## src/rtl/exp_bus_pkg.sv

```systemverilog
// Constants and types shared by the expansion bus access sequencer.
package exp_bus_pkg;

	// ==========================================================
	// Phase settings
	// ==========================================================
	localparam int SETTING_W = 2;
	localparam int RECOV_W = 4;
	localparam logic [SETTING_W-1:0] ADDR_SETTING_MIN = 2'h2;
	localparam logic [SETTING_W-1:0] SETUP_SETTING_MIN = 2'h2;
	localparam logic [SETTING_W-1:0] STROBE_SETTING_MIN = 2'h1;
	localparam logic [RECOV_W-1:0] RECOV_BASE = 4'h1;
	localparam int CHIP_SELECTS = 8;

	// ==========================================================
	// Bus styles and sequencer states
	// ==========================================================
	typedef enum logic [1:0] {
		STYLE_RW_STROBE,
		STYLE_SEP_STROBE,
		STYLE_HOST_PORT
	} bus_style_e;

	typedef enum logic [2:0] {
		ST_IDLE,
		ST_ADDR,
		ST_SETUP,
		ST_STROBE,
		ST_HOLD,
		ST_RECOV
	} phase_e;

	// Counter reload for a phase: setting plus one clock in total.
	function automatic logic [RECOV_W-1:0] phase_len(input logic [RECOV_W-1:0] setting);
		phase_len = setting;
	endfunction

endpackage

```

## src/rtl/exp_bus_seq.sv

```systemverilog
// Expansion bus access sequencer for the 16-bit DSP host port and slow peripherals.
`timescale 1ns/1ps
module exp_bus_seq #(
	parameter int ADDR_W = 24,
	parameter int DATA_W = 16
) (
	input wire logic clk,
	input wire logic sys_rst,
	input wire logic req_valid,
	input wire logic req_write,
	input wire logic [2:0] req_cs,
	input wire logic [ADDR_W-1:0] req_addr,
	input wire logic [DATA_W-1:0] req_wdata,
	input wire exp_bus_pkg::bus_style_e bus_style,
	input wire logic sync_write,
	input wire logic [exp_bus_pkg::SETTING_W-1:0] address_phase_setting,
	input wire logic [exp_bus_pkg::SETTING_W-1:0] data_setup_phase_setting,
	input wire logic [exp_bus_pkg::SETTING_W-1:0] data_strobe_phase_setting,
	input wire logic [exp_bus_pkg::RECOV_W-1:0] recovery_phase_setting,
	input wire logic host_ready_hold,
	input wire logic wait_request_n,
	input wire logic [DATA_W-1:0] bus_data_in,
	output logic req_ready,
	output logic rsp_valid,
	output logic [DATA_W-1:0] rsp_rdata,
	output logic setting_error,
	output logic [7:0] chip_select_n,
	output logic [ADDR_W-1:0] bus_addr,
	output logic host_data_strobe_n,
	output logic [DATA_W-1:0] bus_data_out,
	output logic bus_data_oe
);

	// ==========================================================
	// Sequencer state
	// ==========================================================
	exp_bus_pkg::phase_e phase;
	exp_bus_pkg::phase_e next_phase;
	logic [exp_bus_pkg::RECOV_W-1:0] count;
	logic [exp_bus_pkg::RECOV_W-1:0] next_count;
	logic is_write;
	logic use_wait;
	logic count_done;
	logic hold_seen;
	logic wait_seen;
	logic settings_bad;

	assign count_done = (count == '0);

	// Host port settings below minimum would leave no room to see the hold line.
	assign settings_bad = (bus_style == exp_bus_pkg::STYLE_HOST_PORT) &&
		((address_phase_setting < exp_bus_pkg::ADDR_SETTING_MIN) ||
		(data_setup_phase_setting < exp_bus_pkg::SETUP_SETTING_MIN) ||
		(data_strobe_phase_setting < exp_bus_pkg::STROBE_SETTING_MIN));

	// Next phase and counter; the hold line is sampled in address, setup and strobe phases.
	always_comb
	begin
		next_phase = phase;
		next_count = count;
		if (count != '0)
		begin
			next_count = count - 1'b1;
		end
		unique case (phase)
			exp_bus_pkg::ST_IDLE:
			begin
				if (req_valid && !settings_bad)
				begin
					next_phase = exp_bus_pkg::ST_ADDR;
					next_count = exp_bus_pkg::phase_len(
						{2'h0, address_phase_setting});
				end
			end
			exp_bus_pkg::ST_ADDR:
			begin
				// Hold keeps us here; the released cycle itself still counts as one more clock.
				if (host_ready_hold || hold_seen)
				begin
					next_count = count;
				end
				else if (count_done)
				begin
					next_phase = exp_bus_pkg::ST_SETUP;
					next_count = exp_bus_pkg::phase_len(
						{2'h0, data_setup_phase_setting});
				end
			end
			exp_bus_pkg::ST_SETUP:
			begin
				if (hold_seen)
				begin
					next_count = count;
				end
				else if (count_done)
				begin
					next_phase = exp_bus_pkg::ST_STROBE;
					next_count = exp_bus_pkg::phase_len(
						{2'h0, data_strobe_phase_setting});
				end
			end
			exp_bus_pkg::ST_STROBE:
			begin
				if (host_ready_hold)
				begin
					next_count = count;
				end
				else if (use_wait && !wait_request_n)
				begin
					next_count = count;
				end
				else if (count_done || (wait_seen && wait_request_n && count != '0))
				begin
					next_phase = exp_bus_pkg::ST_HOLD;
					next_count = exp_bus_pkg::RECOV_BASE;
				end
			end
			exp_bus_pkg::ST_HOLD:
			begin
				if (count_done)
				begin
					next_phase = exp_bus_pkg::ST_RECOV;
					next_count = recovery_phase_setting;
				end
			end
			exp_bus_pkg::ST_RECOV:
			begin
				if (count_done)
				begin
					next_phase = exp_bus_pkg::ST_IDLE;
				end
			end
		endcase
	end

	// Phase register and cycle counter.
	always_ff @(posedge clk)
	begin
		if (sys_rst)
		begin
			phase <= exp_bus_pkg::ST_IDLE;
			count <= '0;
		end
		else
		begin
			phase <= next_phase;
			count <= next_count;
		end
	end

	// A hold seen in address or setup phase forces one extra clock of the held phase after release.
	always_ff @(posedge clk)
	begin
		if (sys_rst)
		begin
			hold_seen <= 1'b0;
		end
		else if ((phase == exp_bus_pkg::ST_ADDR || phase == exp_bus_pkg::ST_SETUP) &&
			host_ready_hold)
		begin
			hold_seen <= 1'b1;
		end
		else
		begin
			hold_seen <= 1'b0;
		end
	end

	// A wait seen in this strobe phase arms the early end on its release.
	// Without it a peripheral that never waits would get a cut strobe.
	always_ff @(posedge clk)
	begin
		if (sys_rst)
		begin
			wait_seen <= 1'b0;
		end
		else if (phase != exp_bus_pkg::ST_STROBE)
		begin
			wait_seen <= 1'b0;
		end
		else if (use_wait && !wait_request_n)
		begin
			wait_seen <= 1'b1;
		end
	end

	// Access attributes are latched when the access is taken.
	always_ff @(posedge clk)
	begin
		if (sys_rst)
		begin
			is_write <= 1'b0;
			use_wait <= 1'b0;
		end
		else if (phase == exp_bus_pkg::ST_IDLE && next_phase == exp_bus_pkg::ST_ADDR)
		begin
			is_write <= req_write;
			// The shared wait line only applies to the two strobe styles, not to sync writes in the read/write strobe style.
			use_wait <= (bus_style != exp_bus_pkg::STYLE_HOST_PORT) &&
				!(bus_style == exp_bus_pkg::STYLE_RW_STROBE && sync_write && req_write);
		end
	end

	// Bus pins: address and select together, strobe only in strobe phase.
	always_ff @(posedge clk)
	begin
		if (sys_rst)
		begin
			chip_select_n <= 8'hff;
			bus_addr <= '0;
			host_data_strobe_n <= 1'b1;
			bus_data_out <= '0;
			bus_data_oe <= 1'b0;
		end
		else
		begin
			if (phase == exp_bus_pkg::ST_IDLE && next_phase == exp_bus_pkg::ST_ADDR)
			begin
				chip_select_n <= ~(8'h01 << req_cs);
				bus_addr <= req_addr;
				bus_data_out <= req_wdata;
				bus_data_oe <= req_write;
			end
			else if (next_phase == exp_bus_pkg::ST_RECOV || next_phase == exp_bus_pkg::ST_IDLE)
			begin
				chip_select_n <= 8'hff;
			end
			// Write data stays driven through recovery to lengthen its hold after the strobe.
			if (next_phase == exp_bus_pkg::ST_IDLE)
			begin
				bus_data_oe <= 1'b0;
			end
			host_data_strobe_n <= (next_phase != exp_bus_pkg::ST_STROBE);
		end
	end

	// Read capture at the end of strobe phase, and the request handshake.
	always_ff @(posedge clk)
	begin
		if (sys_rst)
		begin
			rsp_valid <= 1'b0;
			rsp_rdata <= '0;
			req_ready <= 1'b0;
			setting_error <= 1'b0;
		end
		else
		begin
			rsp_valid <= (phase == exp_bus_pkg::ST_STROBE) && (next_phase == exp_bus_pkg::ST_HOLD);
			if (phase == exp_bus_pkg::ST_STROBE && next_phase == exp_bus_pkg::ST_HOLD && !is_write)
			begin
				rsp_rdata <= bus_data_in;
			end
			req_ready <= (phase == exp_bus_pkg::ST_IDLE) && req_valid && !settings_bad;
			setting_error <= settings_bad;
		end
	end

	// ==========================================================
	// Checks
	// ==========================================================
	a_hold_keeps_addr: assert property (@(posedge clk) disable iff (sys_rst)
		(phase == exp_bus_pkg::ST_ADDR && host_ready_hold) |=> phase == exp_bus_pkg::ST_ADDR)
		else $error("left address phase while hold active");
	a_hold_keeps_strobe: assert property (@(posedge clk) disable iff (sys_rst)
		(phase == exp_bus_pkg::ST_STROBE && host_ready_hold) |=> phase == exp_bus_pkg::ST_STROBE)
		else $error("left strobe phase while hold active");
	a_release_extra_clock: assert property (@(posedge clk) disable iff (sys_rst)
		(phase == exp_bus_pkg::ST_ADDR && $past(host_ready_hold) && !host_ready_hold)
		|=> phase == exp_bus_pkg::ST_ADDR)
		else $error("no extra clock after hold release");
	a_wait_stretches: assert property (@(posedge clk) disable iff (sys_rst)
		(phase == exp_bus_pkg::ST_STROBE && use_wait && !wait_request_n)
		|=> phase == exp_bus_pkg::ST_STROBE)
		else $error("strobe ended while wait asserted");
	a_strobe_in_phase: assert property (@(posedge clk) disable iff (sys_rst)
		$fell(host_data_strobe_n) |-> phase == exp_bus_pkg::ST_STROBE)
		else $error("strobe active outside strobe phase");
	a_cs_before_strobe: assert property (@(posedge clk) disable iff (sys_rst)
		$fell(host_data_strobe_n) |-> chip_select_n != 8'hff)
		else $error("strobe without chip select");
	a_recov_no_cs: assert property (@(posedge clk) disable iff (sys_rst)
		phase == exp_bus_pkg::ST_RECOV |-> ##1 (chip_select_n == 8'hff))
		else $error("select active during recovery");
	a_read_response: assert property (@(posedge clk) disable iff (sys_rst)
		(phase == exp_bus_pkg::ST_STROBE && next_phase == exp_bus_pkg::ST_HOLD) |=> rsp_valid)
		else $error("missing response after strobe");
	a_no_early_end: assert property (@(posedge clk) disable iff (sys_rst)
		(phase == exp_bus_pkg::ST_STROBE && !wait_seen && !count_done)
		|=> phase == exp_bus_pkg::ST_STROBE)
		else $error("strobe ended early without a wait");
	a_bad_setting_idle: assert property (@(posedge clk) disable iff (sys_rst)
		(phase == exp_bus_pkg::ST_IDLE && settings_bad) |=> phase == exp_bus_pkg::ST_IDLE)
		else $error("access taken with bad settings");
	c_host_read: cover property (@(posedge clk) phase == exp_bus_pkg::ST_STROBE && !is_write);
	c_host_write: cover property (@(posedge clk) phase == exp_bus_pkg::ST_STROBE && is_write);
	c_hold_addr: cover property (@(posedge clk) phase == exp_bus_pkg::ST_ADDR && host_ready_hold);
	c_wait_stretch: cover property (@(posedge clk) phase == exp_bus_pkg::ST_STROBE && !wait_request_n);

endmodule

```

## config.mk

```make
export PLATFORM = sky130hd
export DESIGN_NAME = exp_bus_seq
export DESIGN_NICKNAME = d
export VERILOG_FILES = /design/src/rtl/exp_bus_pkg.sv /design/src/rtl/exp_bus_seq.sv
export SDC_FILE = /design/constraint.sdc
export NUM_CORES = 1
export LEC_CHECK = 0
export BUFFER_PORTS_ARGS = -buffer_cell sky130_fd_sc_hd__buf_2
export CAP_MARGIN = 10
export CORE_ASPECT_RATIO = 0.5
export CORE_MARGIN = 4
export CORE_UTILIZATION = 50
export DETAILED_ROUTE_END_ITERATION = 6
export PLACE_DENSITY = 0.83
export SETUP_SLACK_MARGIN = 0.5
export SYNTH_ARGS = -nofsm -noshare
export SYNTH_HDL_FRONTEND = slang
export SYNTH_SLANG_ARGS = --single-unit
```

## constraint.sdc

```tcl
create_clock -name clk -period 7 [get_ports clk]
set_clock_uncertainty 0.15 [all_clocks]
set_input_delay 0.7 -clock clk [delete_from_list [all_inputs] [get_ports clk]]
set_output_delay 0.7 -clock clk [all_outputs]
set_load 0.005 [all_outputs]
```

# Word level (Yosys, flattened, before mapping)
# Cells that the tools add are included.
[word_totals] latch_bits=0 rom_bits=0 elab_cells=95 in_bits=78 ram_bits=0 ff_bits=80 mem_count=0 output_inout_bits=69
[op_classes] shifts=1 bitwise=1 mux=25 n_div=0 n_lt_le_gt_ge=3 n_eq_ne=16 multipliers=0 addsub=1 n_reduce_logical=33
[op_table] operator="4-bit two-way mux" n=10
[op_table] operator="3-bit two-way mux" n=10
[op_table] operator="4-bit case mux with 5 select lines" n=1
[op_table] operator="3-bit case mux with 6 select lines" n=1
[op_table] operator="8-bit two-way mux" n=2
[op_table] operator="1-bit logical AND" n=14
[op_table] operator="3-bit equality test, second input constant" n=4
[op_table] operator="2-bit != test, second input constant" n=5
[op_table] operator="8-bit NOT" n=1
[op_table] operator="1-bit by 3-bit << shifter with 8-bit output, first input constant" n=1
[op_table] operator="3-bit by 1-bit equality test with 1-bit output, second input constant" n=2
[op_table] operator="3-bit by 2-bit equality test with 1-bit output, second input constant" n=2
[op_table] operator="3-bit logical NOT" n=2
[op_table] operator="1-bit logical OR" n=6
[op_table] operator="3-bit by 2-bit != test with 1-bit output, second input constant" n=2
[op_table] operator="1-bit logical NOT" n=4
[op_table] operator="4-bit logical NOT" n=1
[op_table] operator="2-bit less-than comparator, second input constant" n=2
[op_table] operator="4-bit AND reduction" n=1
[op_table] operator="4-bit nonzero test" n=1
[op_table] operator="2-bit OR reduction" n=2
[op_table] operator="4-bit by 1-bit subtractor with 4-bit output, second input constant" n=1
[op_table] operator="2-bit equality test, second input constant" n=1
[op_table] operator="2-bit logical NOT" n=1
[op_table] operator="3 further kinds" n=3

# Longest topological paths before layout
[depth] ltp_word=12 ltp_mapped=9 depth_no_buf=7

# Worst setup path after synthesis
# Ideal clock, no wire load.
[synth_timing] path_kind="register -> register" from="reg count[0] (netlist name)" to="reg rsp_rdata[10]" n_path_buf=2 t_arrival_ps=2158 path_slack_ps=4564 setup_ps=128 required_ps=6722 path_stages_with_launch=10 path_cell_list="dfxtp_1 -> inv_1 -> ha_1 -> or3b_1 -> clkbuf_2 -> a211o_1 -> nor3_4 -> buf_6 -> mux2i_1 -> nor2_1"
[synth_between] elab_chain_len=10 elab_cells_between_ends=17 cone_classes="eq/ne: 1; mux: 10; reduce/logical: 6"
[synth_rtl] item="start: declaration" line_no="exp_bus_seq.sv:39" source="logic [exp_bus_pkg::RECOV_W-1:0] count;"
[synth_rtl] item="start signal: assignment" line_no="exp_bus_seq.sv:147" source="count <= next_count;"
[synth_rtl] item="4-bit nonzero test" line_no="exp_bus_seq.sv:112" source="else if (count_done || (wait_seen && wait_request_n && count != '0))"
[synth_rtl] item="1-bit logical AND" line_no="exp_bus_seq.sv:112"
[synth_rtl] item="1-bit logical OR" line_no="exp_bus_seq.sv:112"
[synth_rtl] item="3-bit two-way mux" line_no="exp_bus_seq.sv:112"
[synth_rtl] item="3-bit two-way mux" line_no="exp_bus_seq.sv:108" source="else if (use_wait && !wait_request_n)"
[synth_rtl] item="3-bit two-way mux" line_no="exp_bus_seq.sv:104" source="if (host_ready_hold)"
[synth_rtl] item="3-bit case mux with 6 select lines *" line_no="exp_bus_seq.sv:65" source="unique case (phase)"
[synth_rtl] item="3-bit equality test *" line_no="exp_bus_seq.sv:250" source="if (phase == exp_bus_pkg::ST_STROBE && next_phase == exp_bus_pkg::ST_HOLD && !is_write)"
[synth_rtl] item="1-bit logical AND * (2 in a row)" line_no="exp_bus_seq.sv:250"
[synth_rtl] item="end signal: assignment" line_no="exp_bus_seq.sv:252" source="rsp_rdata <= bus_data_in;"
[synth_rtl] item="end: declaration" line_no="exp_bus_seq.sv:25" source="output logic [DATA_W-1:0] rsp_rdata,"
# Mark *: on every way between the ends. The rest lies on a longest branch, timed or not.
# A chain may end at the register's enable or synchronous reset.

# Final worst setup path
[layout_timing] from="reg count[0] (netlist name)" to="reg rsp_rdata[5]"
# Same word-level chain as after synthesis.

==> results by group <==
Run status
  – Outcome: finished clean

Critical path
  – Crit path kind: reg -> reg
  – Req. time, crit path: 7.04 ns
  – Crit end category: flip-flop
  – Crit path DAT: 3.13 ns
  – CP max FO: 16
  – CP Launch Type: flip-flop

Place
  – IO Port Bufs: 146
  – DP Wirelength: 5.70 mm
  – Gpl congestion: 0.869

Synthesis
  – Mapped Area: 3260 um^2
  – Yosys warning count: 0
  – Post-synth EDFFs: 0
  – Syn Inst Count: 396
  – Synth Area in XOR/XNOR: 0.00537
  – Flop and latch count out of synthesis: 80
  – Synth async-reset ratio: 0
  – Post-synthesis cell type count: 48
  – Syn_nets: 475
  – Top_reg_cell synth: dfxtp_1
  – Adder-Cell Fraction of Synth Area: 0.00383
  – Main combinational cell family by area after synthesis: simple AND/OR/NAND/NOR gates
  – Simple-gate share of the synthesized area: 0.231
  – Multiplexer share of the synthesized area: 0.0556
  – Post-synthesis compound-gate area fraction: 0.173
  – Mean Syn Cell Area: 8.24 um^2
  – Sequential-to-total area share from yosys stat: 0.491

Timing
  – Finish-stage setup viols: 0
  – RSZ-0062 raised after global routing: no
  – Achievable Freq: 324 MHz
  – Fin Setup TNS: 0 ns
  – Tcrit/Tclk final: 0.441
  – Final worst path period need: 3.09 ns
  – Final-report max-slew violation count: 0
  – Final Hold Viols: 0
  – Slew HR: 0.383
  – Worst slew pin tran: 0.923 ns

Clock tree
  – H-tree depth: 3
  – CTS tree: yes
  – Clock-pin slew on the worst setup and hold paths: 0.06 ns
  – Clock sink count: 80
  – Clock Path Buffers: 2
  – CTS Hold Bufs: 0
  – Num CTS Buffers: 9
  – CTS resizes: 0
  – Clock root cell: clkbuf_16
  – Post-CTS setup buffers: 0
  – Clock latency on the worst-skew pair: 0.33 ns

Floorplan
  – Core Region: 6210 um^2
  – Width of the die: 122 um
  – Die height: 65.1 um
  – I/O pin cnt: 147
  – Die area: 7960 um^2
  – Initial core utilization: 0.526
  – # rows: 20

Route
  – Vias: 3199
  – # DRC: 0
  – Initial DRC Count: 218
  – Final ANT Viol Nets: 0
  – Routed vias/inst: 5.13
  – Number of detailed-route iterations in the first pass: 4
  – Final wirelength: 8.52 mm
  – Routed WL per cell: 13.6 um

Global routing
  – GRT overflow: 0
  – Antenna violations before repair: 0
  – First-pass GRT wire length: 13.4 mm
  – Total Routing Usage GR: 0.210
  – Vias in the first global route: 3006
  – Largest net degree at the start of global routing: 77

Worst hold path
  – Worst hold path type: reg -> reg

Power
  – Power Dens Cells: 322 nW/um^2
  – Maximum vdd drop: 203 uV
  – Leakage: 0.00194 uW

Finish
  – Final core occ: 0.702
  – Area growth from synthesis to layout: 33.5%
  – N_diodes: 0
  – Filler cells: 537
  – Layout cells sized above 1: 0.321
  – Layout Nets: 610

Job
  – Max-Cap Viols: 0
cell type report:
cell class	instances	area, um^2	share of cell area
clock buffers	11	253	0.0580
clock inverters	5	78.8	0.0181
inverters	7	26.3	0.00603
multi-input cells	284	1540	0.352
flip-flops and latches	80	1600	0.367
well taps	88	110	0.0253
repair buffers	149	753	0.173
placed cells by master (no fill, tap or decap), types with 3 or more instances in the layout:
cell       instances
nand2_1           93
clkbuf_16          9
nor2b_1            8
nor3_1            14
dfxtp_1           80
a31oi_1            5
a32oi_1            3
nor2_1            38
mux2i_1           17
buf_2            146
o21ai_0            7
a21oi_1           52
inv_1              7
nand3_1            3
buf_4              3
a22oi_1            4
cells in the mapped netlist (3+ instances only):
cell | count | share of area
nand2_1 | 93 | 0.11
dfxtp_1 | 80 | 0.49
a21oi_1 | 52 | 0.080
nor2_1 | 38 | 0.044
clkbuf_1 | 18 | 0.021
mux2i_1 | 17 | 0.052
nor3_1 | 14 | 0.021
nor2b_1 | 8 | 0.015
inv_1 | 7 | 0.0081
o21ai_0 | 7 | 0.011
a31oi_1 | 5 | 0.0096
a22oi_1 | 4 | 0.0092
buf_2 | 4 | 0.0061
a32oi_1 | 3 | 0.0081
nand3_1 | 3 | 0.0046
state kept, by name (all words and copies together), names as in the netlist:
| signal | flops |
|---|---|
| rsp_valid | 1 |
| count | 4 |
| is_write | 1 |
| use_wait | 1 |
| rsp_rdata | 16 |
| bus_data_oe | 1 |
| chip_select_n | 8 |
| phase | 3 |
| hold_seen | 1 |
| wait_seen | 1 |
| bus_data_out | 16 |
| setting_error | 1 |
| host_data_strobe_n | 1 |
| req_ready | 1 |
| bus_addr | 24 |
logic make-up (layout without fill, tap and decap cells):
logic type	after synthesis	after routing
muxes	18	18
adders and majority gates	1	1
and+or+nand+nor	172	172
buffers and inverters	32	172
xor gates and xnor gates	2	2
AOI/OAI and AO/OA	91	91
DFF	80	80
final timing paths:
| path | cells past startpoint | start | endpoint | slack (ns) |
|---|---|---|---|---|
| worst max-delay path | 7 | count[0]$_SDFFE_PP0P_ | rsp_rdata[5]$_SDFFE_PP0P_ | 3.91 |
| worst min-delay path | 2 | bus_addr[22]$_SDFFE_PP0P_ | bus_addr[22]$_SDFFE_PP0P_ | 0.30 |
| worst max register to register | 7 | count[0]$_SDFFE_PP0P_ | rsp_rdata[5]$_SDFFE_PP0P_ | 3.91 |
| worst min register to register | 2 | bus_addr[22]$_SDFFE_PP0P_ | bus_addr[22]$_SDFFE_PP0P_ | 0.30 |
critical path, cell delays in order, from the launching register on:
cell	delay, ns
dfxtp_1	0.34
inv_1	0.13
ha_1	0.23
or3b_1	0.58
a211o_1	0.42
nor3_4	0.73
mux2i_1	0.28
nor2_1	0.06
routing by layer:
metal	vias up	part of all wire	global-route usage
li1	1624	-	-
met3	14	0.075	0.0731
met2	103	0.48	0.353
met4	0	0.016	0.0795
met5	-	0	0
met1	1458	0.43	0.249
report_power, final:
group	internal [uW]	total (uW)	switching [uW]
Clock	331	506	176
Combinational	144	358	214
Sequential	501	541	39.2
through the flow:
step	hold WS (ns)	setup slack [ns]	cell area [um^2]	total power, uW	std cells
6_report	0.300	3.91	4360	1400	624
5_1_grt	0.319	3.75	4360	1480	624
4_1_cts	0.302	3.95	4360	1410	624
3_5_place_dp	0.294	3.96	4030	896	608
3_3_place_gp	0.288	4.06	4030	893	608
2_1_floorplan	0.303	4.56	3260	795	396
(Power assumes the default switching activity.)
